File: config.mk
export PLATFORM = sky130hd
export DESIGN_NAME = utc_top
export DESIGN_NICKNAME = d
export VERILOG_FILES = /design/src/rtl/utc_pkg.sv /design/src/rtl/utc_shifter.sv /design/src/rtl/utc_top.sv
export SDC_FILE = /design/constraint.sdc
export NUM_CORES = 1
export LEC_CHECK = 0
export ABC_AREA = 0
export BUFFER_PORTS_ARGS = -buffer_cell sky130_fd_sc_hd__buf_2
export CORE_ASPECT_RATIO = 0.7
export CORE_MARGIN = 1
export CORE_UTILIZATION = 45
export DETAILED_ROUTE_END_ITERATION = 6
export PLACE_DENSITY = 0.69
export SYNTH_ARGS = -nofsm -noshare
export SYNTH_HDL_FRONTEND = slang
export SYNTH_SLANG_ARGS = --single-unit
File: constraint.sdc
create_clock -name pclk -period 2.5 [get_ports pclk]
set_input_delay 0.125 -clock pclk [delete_from_list [all_inputs] [get_ports pclk]]
set_output_delay 0.125 -clock pclk [all_outputs]
set_load 0.02 [all_outputs]
File: src/rtl/utc_pkg.sv
// Package: register map, field positions, reset values and types of the transmit control block
package utc_pkg;
   // ---------------------------------------------------------------
   // Register offsets (byte addresses)
   // ---------------------------------------------------------------
   localparam logic [11:0] UTC_OFF_TXSTAT  = 12'h000;
   localparam logic [11:0] UTC_OFF_DATA    = 12'h004;
   localparam logic [11:0] UTC_OFF_IRQSTAT = 12'h008;
   localparam logic [11:0] UTC_OFF_IRQMASK = 12'h00C;
   // ---------------------------------------------------------------
   // Control register fields
   // ---------------------------------------------------------------
   localparam int UTC_B_CLKSRC = 7;
   localparam int UTC_B_NINE  = 6;
   localparam int UTC_B_TRANSMIT_ENABLE_BIT  = 5;
   localparam int UTC_B_SYNC  = 4;
   localparam int UTC_B_BREAK = 3;
   localparam int UTC_B_HIGH  = 2;
   localparam int UTC_B_EMPTY = 1;
   localparam int UTC_B_D9    = 0;
   localparam logic [7:0] UTC_CTRL_RESET = 8'h02;
   localparam logic [7:0] UTC_CTRL_WMASK = 8'hFD;
   // ---------------------------------------------------------------
   // Interrupt bits
   // ---------------------------------------------------------------
   localparam int UTC_IRQ_W      = 2;
   localparam int UTC_IRQ_DONE   = 0;
   localparam int UTC_IRQ_BRKEND = 1;
   // ---------------------------------------------------------------
   // Framing constants
   // ---------------------------------------------------------------
   localparam int          UTC_BREAK_BITS = 12;
   localparam logic [15:0] UTC_BAUD_DIV   = 16'h0010;
   localparam logic [3:0]  UTC_CNT_ZERO   = 4'h0;
   typedef enum logic [1:0] {UTC_IDLE, UTC_SHIFT} utc_state_t;
   typedef struct packed {
      logic       sync_mode;
      logic       nine_bit;
      logic       break_frame;
      logic [8:0] data;
   } utc_frame_t;
endpackage : utc_pkg

File: src/rtl/utc_shifter.sv
// Transmit shift register with bit timer, serialises one frame onto the line
`timescale 1ns/100ps
`default_nettype none
module utc_shifter
   import utc_pkg::*;
#(
   parameter logic [15:0] DIV = UTC_BAUD_DIV
) (
   input  wire logic       pclk,      // System clock
   input  wire logic       presetn,   // Async reset, active low
   input  wire logic       load,      // Start frame pulse
   input  wire utc_frame_t frame,     // Frame to send
   output logic            busy,      // Shift register loaded
   output logic            done,      // Frame finished pulse
   output logic            line,      // Serial output
   output logic            sclk       // Bit clock in synchronous mode
);
   logic [12:0] sh_reg;
   logic [3:0]  cnt_reg;
   logic [15:0] div_reg;
   logic        sync_reg;
   wire         tick = (div_reg == DIV - 16'h0001);
   wire         last = (cnt_reg == 4'h1);
   wire [3:0]   nbits_async = frame.nine_bit ? 4'hB : 4'hA;
   wire [3:0]   nbits_sync  = frame.nine_bit ? 4'h9 : 4'h8;
   wire [3:0]   nbits = frame.break_frame ? 4'(UTC_BREAK_BITS + 2) :
                        (frame.sync_mode ? nbits_sync : nbits_async);
   // Eight-bit frames put the stop bit where the ninth data bit would sit
   wire [8:0]   data_w = frame.nine_bit ? frame.data : {1'b1, frame.data[7:0]};
   // Break: start bit plus twelve zeros; the stop bit is a one shifted in at the top
   wire [12:0]  word_async = frame.break_frame ? 13'h0000 :
                             {3'h7, data_w, 1'b0};
   wire [12:0]  word = frame.sync_mode ? {4'hF, frame.data} : word_async;

   always_ff @(posedge pclk or negedge presetn) begin
      if (!presetn) begin
         sh_reg   <= 13'h1FFF;
         cnt_reg  <= UTC_CNT_ZERO;
         div_reg  <= 16'h0000;
         busy     <= 1'b0;
         done     <= 1'b0;
         line     <= 1'b1;
         sclk     <= 1'b0;
         sync_reg <= 1'b0;
      end else begin
         done <= 1'b0;
         if (load && !busy) begin
            sh_reg   <= word;
            cnt_reg  <= nbits;
            div_reg  <= 16'h0000;
            busy     <= 1'b1;
            sync_reg <= frame.sync_mode;
            line     <= word[0];
            sclk     <= 1'b0;
         end else if (busy) begin
            div_reg <= tick ? 16'h0000 : div_reg + 16'h0001;
            sclk    <= sync_reg && (div_reg >= (DIV >> 1));
            if (tick) begin
               sh_reg  <= {1'b1, sh_reg[12:1]};
               cnt_reg <= cnt_reg - 4'h1;
               line    <= last ? 1'b1 : sh_reg[1];
               if (last) begin
                  busy <= 1'b0;
                  done <= 1'b1;
               end
            end
         end else begin
            // Bit clock rests low between frames
            sclk <= 1'b0;
         end
      end
   end
endmodule : utc_shifter
`default_nettype wire

File: src/rtl/utc_top.sv
// Transmit status and control register with APB slave, interrupt and frame control
//
// How it works
// [RULE1] Bit 4 set selects synchronous framing, clear selects asynchronous framing.
// [RULE2] Bit 5 gates the transmitter: frames start only while it is one.
// [RULE3] In asynchronous mode a set break bit turns the next transmission into a break frame.
// [RULE4] Hardware clears the break bit once the break frame has fully left the line.
// [RULE5] Bit 1 is read only, one while the shift register is empty, and resets to one.
`timescale 1ns/100ps
`default_nettype none
module utc_top
   import utc_pkg::*;
#(
   parameter logic [15:0] DIV = UTC_BAUD_DIV
) (
   input  wire logic        pclk,     // System clock
   input  wire logic        presetn,  // Async reset, active low
   input  wire logic        psel,     // APB select
   input  wire logic        penable,  // APB access phase
   input  wire logic        pwrite,   // APB direction
   input  wire logic [11:0] paddr,    // APB byte address
   input  wire logic [31:0] pwdata,   // APB write data
   output logic      [31:0] prdata,   // APB read data
   output logic             pready,   // APB ready
   output logic             pslverr,  // APB error
   output logic             irq,      // Interrupt level
   output logic             tx_line,  // Serial data out
   output logic             tx_clk    // Bit clock out, synchronous mode
);
   // ---------------------------------------------------------------
   // State
   // ---------------------------------------------------------------
   logic [7:0]           ctrl_reg;
   logic [8:0]           data_reg;
   logic                 pend_reg;
   logic                 brk_active_reg;
   logic [UTC_IRQ_W-1:0] ista_reg;
   logic [UTC_IRQ_W-1:0] imask_reg;
   utc_state_t           st_reg;
   logic                 busy;
   logic                 done;
   logic                 line_w;
   logic                 sclk_w;
   // ---------------------------------------------------------------
   // Bus decode
   // ---------------------------------------------------------------
   wire access  = psel && penable;
   wire wr      = access && pwrite;
   wire sel_ctl = (paddr == UTC_OFF_TXSTAT);
   wire sel_dat = (paddr == UTC_OFF_DATA);
   wire sel_ist = (paddr == UTC_OFF_IRQSTAT);
   wire sel_imk = (paddr == UTC_OFF_IRQMASK);
   wire mapped  = sel_ctl || sel_dat || sel_ist || sel_imk;
   wire wr_ctl  = wr && sel_ctl;
   wire wr_dat  = wr && sel_dat;
   wire wr_ist  = wr && sel_ist;
   wire wr_imk  = wr && sel_imk;
   // ---------------------------------------------------------------
   // Frame launch
   // ---------------------------------------------------------------
   wire sync_mode = ctrl_reg[UTC_B_SYNC];                        // [RULE1]
   wire tx_on     = ctrl_reg[UTC_B_TRANSMIT_ENABLE_BIT];                        // [RULE2]
   wire brk_req   = ctrl_reg[UTC_B_BREAK] && !sync_mode;         // [RULE3]
   wire launch    = tx_on && pend_reg && !busy && (st_reg == UTC_IDLE); // [RULE2]
   wire utc_frame_t frame_w;
   assign frame_w.sync_mode   = sync_mode;                       // [RULE1]
   assign frame_w.nine_bit    = ctrl_reg[UTC_B_NINE];
   assign frame_w.break_frame = brk_req;                         // [RULE3]
   assign frame_w.data        = data_reg;
   wire brk_done = done && brk_active_reg;                       // [RULE4]
   wire [UTC_IRQ_W-1:0] events;
   assign events[UTC_IRQ_DONE]   = done;
   assign events[UTC_IRQ_BRKEND] = brk_done;
   wire [7:0] status_rd = {ctrl_reg[UTC_B_CLKSRC:UTC_B_HIGH], !busy, ctrl_reg[UTC_B_D9]}; // [RULE5]
   wire [31:0] rd_mux = sel_ctl ? {24'h000000, status_rd} :
                        sel_dat ? {23'h000000, data_reg} :
                        sel_ist ? {30'h00000000, ista_reg} :
                        sel_imk ? {30'h00000000, imask_reg} : 32'h00000000;
   // Software may not set the read-only empty bit
   wire [7:0] ctl_wr = (pwdata[7:0] & UTC_CTRL_WMASK) | (ctrl_reg & ~UTC_CTRL_WMASK);
   // Hardware clear of the break bit takes priority over a same-cycle rewrite
   wire [7:0] ctl_next = brk_done ? (ctl_wr & ~(8'h01 << UTC_B_BREAK)) : ctl_wr;

   utc_shifter #(.DIV(DIV)) i_utc_shifter (
      .pclk    (pclk),
      .presetn (presetn),
      .load    (launch),
      .frame   (frame_w),
      .busy    (busy),
      .done    (done),
      .line    (line_w),
      .sclk    (sclk_w)
   );
   // ---------------------------------------------------------------
   // Registers
   // ---------------------------------------------------------------
   always_ff @(posedge pclk or negedge presetn) begin
      if (!presetn) begin
         ctrl_reg <= UTC_CTRL_RESET;                             // [RULE5]
      end else if (wr_ctl) begin
         ctrl_reg <= ctl_next;
      end else if (brk_done) begin
         ctrl_reg[UTC_B_BREAK] <= 1'b0;                          // [RULE4]
      end
   end

   always_ff @(posedge pclk or negedge presetn) begin
      if (!presetn) begin
         data_reg       <= 9'h000;
         pend_reg       <= 1'b0;
         brk_active_reg <= 1'b0;
         st_reg         <= UTC_IDLE;
      end else begin
         if (wr_dat) begin
            data_reg <= {ctrl_reg[UTC_B_D9], pwdata[7:0]};
         end
         case (st_reg)
            UTC_IDLE: begin
               if (launch) begin
                  st_reg         <= UTC_SHIFT;
                  brk_active_reg <= brk_req;                     // [RULE3]
               end
            end
            UTC_SHIFT: begin
               if (done) begin
                  st_reg         <= UTC_IDLE;
                  brk_active_reg <= 1'b0;
               end
            end
            default: st_reg <= UTC_IDLE;
         endcase
         // A break consumes the launch but leaves the data word pending
         if (wr_dat) begin
            pend_reg <= 1'b1;
         end else if (launch && !brk_req) begin
            pend_reg <= 1'b0;
         end
      end
   end

   always_ff @(posedge pclk or negedge presetn) begin
      if (!presetn) begin
         ista_reg  <= '0;
         imask_reg <= '0;
      end else begin
         ista_reg <= (wr_ist ? (ista_reg & ~pwdata[UTC_IRQ_W-1:0]) : ista_reg) | events;
         if (wr_imk) begin
            imask_reg <= pwdata[UTC_IRQ_W-1:0];
         end
      end
   end

   always_ff @(posedge pclk or negedge presetn) begin
      if (!presetn) begin
         prdata  <= 32'h00000000;
         pready  <= 1'b0;
         pslverr <= 1'b0;
         irq     <= 1'b0;
         tx_line <= 1'b1;
         tx_clk  <= 1'b0;
      end else begin
         pready  <= psel && !penable;
         pslverr <= psel && !penable && !mapped;
         prdata  <= (psel && !penable && !pwrite) ? rd_mux : 32'h00000000;
         irq     <= |(ista_reg & imask_reg);
         tx_line <= line_w;
         tx_clk  <= sclk_w;
      end
   end
endmodule : utc_top
`default_nettype wire

==> results_dict.tcl, run 1 <==
set metrics [dict create \
    status "finished, final reports clean" \
    initialDrtViolationCount 139 \
    cts_buffers 9 \
    seq_area_frac_synth_pct 50.5 \
    synth_largest_area_cell "dfrtp_1" \
    grt.met2_usage_pct 31.2 \
    synth_most_common_cell "dfrtp_1" \
    cp-startpoint "i_utc_shifter.div_reg[10]$_DFFE_PN0P_" \
    rsz0062_at_grt "no" \
    worstMarginPinSlew_ps 579 \
    io_pins 86 \
    die_x_um 110 \
    required_ps 2690 \
    fin_tns_setup_ps 0 \
    ys_warn_count 0 \
    cp_max_fo 17 \
    initial_core_util_pct 46.8 \
    synth_edf_count 0 \
    syn_area_um2 3700 \
    netlist_instances 349 \
    timing.final.crit_share_pct 93.2 \
    synth_top_cells_by_area "dfrtp_1, dfstp_2, mux2_2, buf_4, nand2_1" \
    fin_crit_ps 2330 \
    cts_buffer_depth 2 \
    diodes 0 \
    criticalPathCategory "reg2reg" \
    gp_congestion 0.806 \
    root_buffer "clkbuf_16" \
    power_frac_seq_pct 43.3 \
    dp.cells 482 \
    largest_reg_flops 16 \
    hpwl_mm 5.33 \
    critPathLaunchType "flip-flop" \
    r2r-start "i_utc_shifter.div_reg[10]$_DFFE_PN0P_" \
    use_met3_pct 5.21 \
    die-height_um 77.9 \
    fmax_mhz 429 \
    area_growth_pct 15.9 \
    grt_pass1_vias 2766 \
    num_vias 2770 \
    fin_skew_ps 9.71 \
    p_per_area_nw_per_um2 647 \
    setup_viol 0 \
    switchingPower_mw 0.571 \
    hold_viol 0 \
    fin_nets 446 \
    antenna_found_initial 0 \
    peakVddDrop_mv 0.438 \
    dr.pass1.iters 4 \
    synthTopCellsByCount "dfrtp_1, nand2_1, buf_4, nor2_1, a31oi_1" \
    grt_use_met1_pct 28.7 \
    dieArea_um2 8590 \
    routedWlPerCell_um 15.5 \
    slew_violations 0 \
    syn_avg_cell_area_um2 10.6 \
    grt_start_max_net_pins 53 \
    hp-class "in2reg" \
    p_leak_nw 2.06 \
    grt_use_total_pct 20.6 \
    relSlewSlack_pct 61.0 \
    viasPerCell 5.55 \
    p_clk_share_pct 53.1 \
    clkTransAtPathRegs_ps 60 \
    clk_latency_ps 330 \
    htree_num_levels 3 \
    place.port_buffers 38 \
    ant_nets 0 \
    critPathArrivalTime_ps 2520 \
    synthFlopType "dfrtp_1" \
    wl_mm 7.73 \
    worstSetupEndpointType "flip-flop" \
    grt_overflow 0 \
    synth.distinct_cells 50 \
    grt_pass1_wl_mm 13.6 \
    ys_ff_latch 74 \
    synth_top_area_share_pct 40.6 \
    cts_sinks 74 \
    async_reset_ff_share_pct 100 \
    layout.cells.non_filler 499 \
    coreArea_um2 7910 \
    cts_setup_buffers 0 \
    num_rows 27 \
    power.internal_mw 2.20 \
    drive_gt1_share_pct 27.1 \
    drc 0 \
    combinationalPowerShare_pct 3.6 \
    cts_tree "yes" \
    hold_start "pwrite" \
    cap_violations 0 \
    top_usage_layer "met2" \
    p_sw_share_pct 20.6 \
]
-- critical path, stage by stage, from the launching register on --
cell and delay (ps):
dfrtp_1 400, or4_1 610, o41a_1 660, buf_4 260
mux2i_1 200, nor2_1 70
-- through the flow --
step / setup slack (ps) / power [mW] / cell area (um^2) / utilization, % / hold WS [ps]
2_1_floorplan: 406 / 1.30 / 3780 / - / -171
3_5_place_dp: 246 / 1.32 / 3930 / 49.8 / 147
3_3_place_gp: 284 / 1.32 / 3930 / 49.8 / 139
5_1_grt: 103 / 2.86 / 4290 / 54.2 / 18.4
4_1_cts: 157 / 2.81 / 4290 / 54.2 / 0.218
6_report: 170 / 2.78 / 4290 / 54.2 / 14.3
-- what timing repair did --
action                    4_1_cts  5_1_grt
gates resized for setup         0        0
hold endpoints to repair       14        0
hold buffers                    1        0
-- final timing paths --
kind	cells past startpoint	end	slack (ps)
max	5	i_utc_shifter.div_reg[0]$_DFFE_PN0P_	170
min	2	prdata[1]$_DFF_PN0_	10
max reg2reg	5	i_utc_shifter.div_reg[0]$_DFFE_PN0P_	170
min reg2reg	0	tx_clk$_DFF_PN0_	350
max in group asynchronous	3	i_utc_shifter.sh_reg[12]$_DFFE_PN1P_	1480
min in group asynchronous	2	i_utc_shifter.cnt_reg[3]$_DFFE_PN0P_	310
-- kinds of logic after synthesis --
| logic type | Yosys count | synth area share [%] |
|---|---|---|
| xor gates and xnor gates | 2 | 0.474 |
| buffers and inverters | 51 | 8.52 |
| DFF | 74 | 50.5 |
| and+or+nand+nor | 113 | 15.9 |
| AOI/OAI and AO/OA | 73 | 13.4 |
| muxes | 31 | 9.64 |
| adders and majority gates | 4 | 1.35 |
| other | 1 | 0.101 |
-- power by group through the flow --
stage | Sequential, mW | Clock, mW | Combinational (mW)
after detailed placement | 1.22 | 0 | 0.101
after global placement | 1.22 | 0 | 0.100
after floorplan | 1.23 | 0 | 0.0712
after global routing | 1.20 | 1.55 | 0.113
final | 1.20 | 1.47 | 0.101
after CTS | 1.20 | 1.50 | 0.103
-- layer usage --
| metal | share of wire (%) | wire, um |
|---|---|---|
| met1 | 47 | 3660 |
| met2 | 46 | 3520 |
| met3 | 5.7 | 439 |
| met4 | 1.4 | 110 |
| met5 | 0 | 0 |
-- area by class of cell --
cell class	count	area (um^2)
well taps	101	126
flip-flops and latches	74	1870
clock buffers	10	229
fillers	678	3620
multi-input cells	246	1600
clock inverters	6	115
repair buffers	53	318
inverters	9	33.8
-- cells in the final DEF, fill, tap and decap left out, types with 2 or more instances in the layout --
cell type  synthesis  final
nand4_1            7      7
nor4_1             7      7
nor2_1            24     24
or4_1              4      4
or2b_1             3      3
a21oi_1           12     12
bufinv_16          0      3
clkinv_4           0      2
mux4_2             2      2
o21ai_0           15     15
buf_4             24     13
dfstp_2           14     14
a41oi_1            3      3
a31o_2             3      3
conb_1             1     23
and3_1             4      4
nand2b_1           3      3
mux2i_1           12     12
dfrtp_1           60     60
nand3_1            8      8
nor3_1             5      5
a22o_1             3      3
a31oi_1           18     18
nand2_1           37     37
inv_1              9      9
a21o_1             4      4
mux2_2            17     17
clkbuf_16          0      9
buf_2              3     38
a221oi_1           8      8
ha_1               4      4
nor4b_1            2      2
Power figures use the tool's default switching activity.
==> inputs of run 2 (changes only) <==
CORE_UTILIZATION = 40   (was 45)
PLACE_DENSITY = not set   (was 0.69)
==> run 2 against run 1 <==
Sequential power about the same; final cell count up 3.8%; wire length about the same; global-route usage down 2.3 points; critical endpoint is now i_utc_shifter.div_reg[5]$_DFFE_PN0P_; largest cell class unchanged.
==> results_dict.tcl, run 2 (synthesis gave the netlist of run 1 again) <==
set metrics [dict create \
    dr.pass1.iters 4 \
    total_power_mw 2.48 \
    cts_sinks 74 \
    htree_num_levels 3 \
    critPathTopFamily "compound AO/OA/AOI/OAI gates" \
    initial_core_util_pct 42.4 \
    critPathLaunchType "flip-flop" \
    slew_violations 0 \
    wl_mm 7.73 \
    combinationalPowerShare_pct 4.0 \
    grt_overflow 0 \
    ant_nets 0 \
    drc 0 \
    drive_gt1_share_pct 26.9 \
    coreArea_um2 8720 \
    place_ws_ps 179 \
    grt_pass1_vias 2562 \
    fillers 805 \
    p_leak_nw 2.02 \
    worstMarginPinSlew_ps 940 \
    path_buf_inv 1 \
    p_sw_share_pct 22.6 \
    p_clk_share_pct 47.5 \
    largest_reg_flops 16 \
    dieArea_um2 9640 \
    io_pins 86 \
    cts_tree "yes" \
    die-height_um 82.5 \
    switchingPower_mw 0.560 \
    setup_ws_ps 144 \
    critPathArrivalTime_ps 2540 \
    multiInputGateArea_um2 1600 \
    peakVddDrop_mv 0.281 \
    cts_buffer_depth 2 \
    place_area_um2 3940 \
    cp_slowest_cell "o41a_1" \
    grt_start_max_net_pins 75 \
    gp_congestion 0.791 \
    cap_violations 0 \
    initialDrtViolationCount 217 \
    clkTransAtPathRegs_ps 60 \
    layout_common_cells "dfrtp_1, nand2_1, buf_2" \
    fin_nets 446 \
    die_x_um 117 \
    antenna_found_initial 0 \
    fin_crit_ps 2360 \
    criticalPathCategory "reg2reg" \
    fin_skew_ps 4.51 \
    area_growth_pct 14.4 \
    critPathMaxStageDelay_ps 690 \
    status "finished, final reports clean" \
    hold_viol 0 \
    routedWlPerCell_um 14.9 \
    worstSetupEndpointType "flip-flop" \
    setup_viol 0 \
    grt_pass1_wl_mm 13.0 \
    power.internal_mw 1.92 \
    cp_max_fo 17 \
    cts_buffers 9 \
    hpwl_mm 5.33 \
    clk_latency_ps 330 \
    postLayoutCellArea_um2 4230 \
    required_ps 2690 \
    relSlewSlack_pct 37.4 \
    p_per_area_nw_per_um2 585 \
    num_rows 28 \
    fmax_mhz 424 \
    diodes 0 \
    hp-class "in2reg" \
    rsz0062_at_grt "no" \
    fin_tns_setup_ps 0 \
    viasPerCell 5.42 \
    seqCellArea_um2 1870 \
    place.port_buffers 38 \
    cp_cell_sequence "or4_1, o41a_1, buf_4, o21ai_0, a31oi_1" \
    final_common_cell "dfrtp_1" \
    num_vias 2808 \
    grt_use_total_pct 18.3 \
    power_frac_seq_pct 48.5 \
    timing.final.crit_share_pct 94.3 \
    root_buffer "clkbuf_16" \
]
run 2: worst paths after layout:
kind | start | slack, ps | end | cells past startpoint
setup / recovery | i_utc_shifter.div_reg[10]$_DFFE_PN0P_ | 140 | i_utc_shifter.div_reg[5]$_DFFE_PN0P_ | 5
hold / removal | pwdata[2] | 40 | data_reg[2]$_DFFE_PN0P_ | 2
setup reg to reg | i_utc_shifter.div_reg[10]$_DFFE_PN0P_ | 140 | i_utc_shifter.div_reg[5]$_DFFE_PN0P_ | 5
hold reg to reg | i_utc_shifter.sclk$_DFF_PN0_ | 350 | tx_clk$_DFF_PN0_ | 0
max in group asynchronous | presetn | 1410 | tx_clk$_DFF_PN0_ | 2
min in group asynchronous | presetn | 470 | pslverr$_DFF_PN0_ | 2
run 2: timing repair:
action                                  4_1_cts  5_1_grt
hold buffers                                  2        0
endpoints found under the setup margin        0        0
gates resized for setup                       0        0
endpoints found under the hold margin        61        0
buffers inserted                              0        0
run 2: final cells by class:
type                            instances  area share, %
Sequential cell                        74           44.2
Clock buffer                           11           5.73
Clock inverter                          5          0.709
Multi-Input combinational cell        246           37.7
Tap cell                              120           3.55
Timing Repair Buffer                   53           7.33
Inverter                                9          0.798
run 2: metrics by stage:
step                std cells  util [%]  hold slack (ps)
finish                    518      48.5             36.3
CTS                       518      48.5             17.5
detailed placement        500      45.2              327
global route              518      48.5             25.4
global placement          500      45.2              329
floorplan                 371         -             -171
run 2: metal layers:
metal,part of all wire (%),GRT usage (%),vias to the layer above,wire [um]
li1,-,-,1320,-
met1,50,26.4,1387,3890
met2,43,25.3,95,3310
met3,5.8,5.47,6,449
met4,1.1,7.34,0,82
met5,0,0,-,0
run 2: worst register-to-register path: stages, from the launching register on:
cell     delay [ps]
dfrtp_1         400
or4_1           640
o41a_1          690
buf_4           270
o21ai_0          90
a31oi_1         120
run 2: power by group through the flow:
stage / Combinational, mW / Clock [mW] / Sequential [mW]
2_1_floorplan: 0.0712 / 0 / 1.23
3_3_place_gp: 0.0975 / 0 / 1.22
3_5_place_dp: 0.0976 / 0 / 1.22
4_1_cts: 0.100 / 1.21 / 1.20
5_1_grt: 0.111 / 1.27 / 1.20
6_report: 0.0988 / 1.18 / 1.20
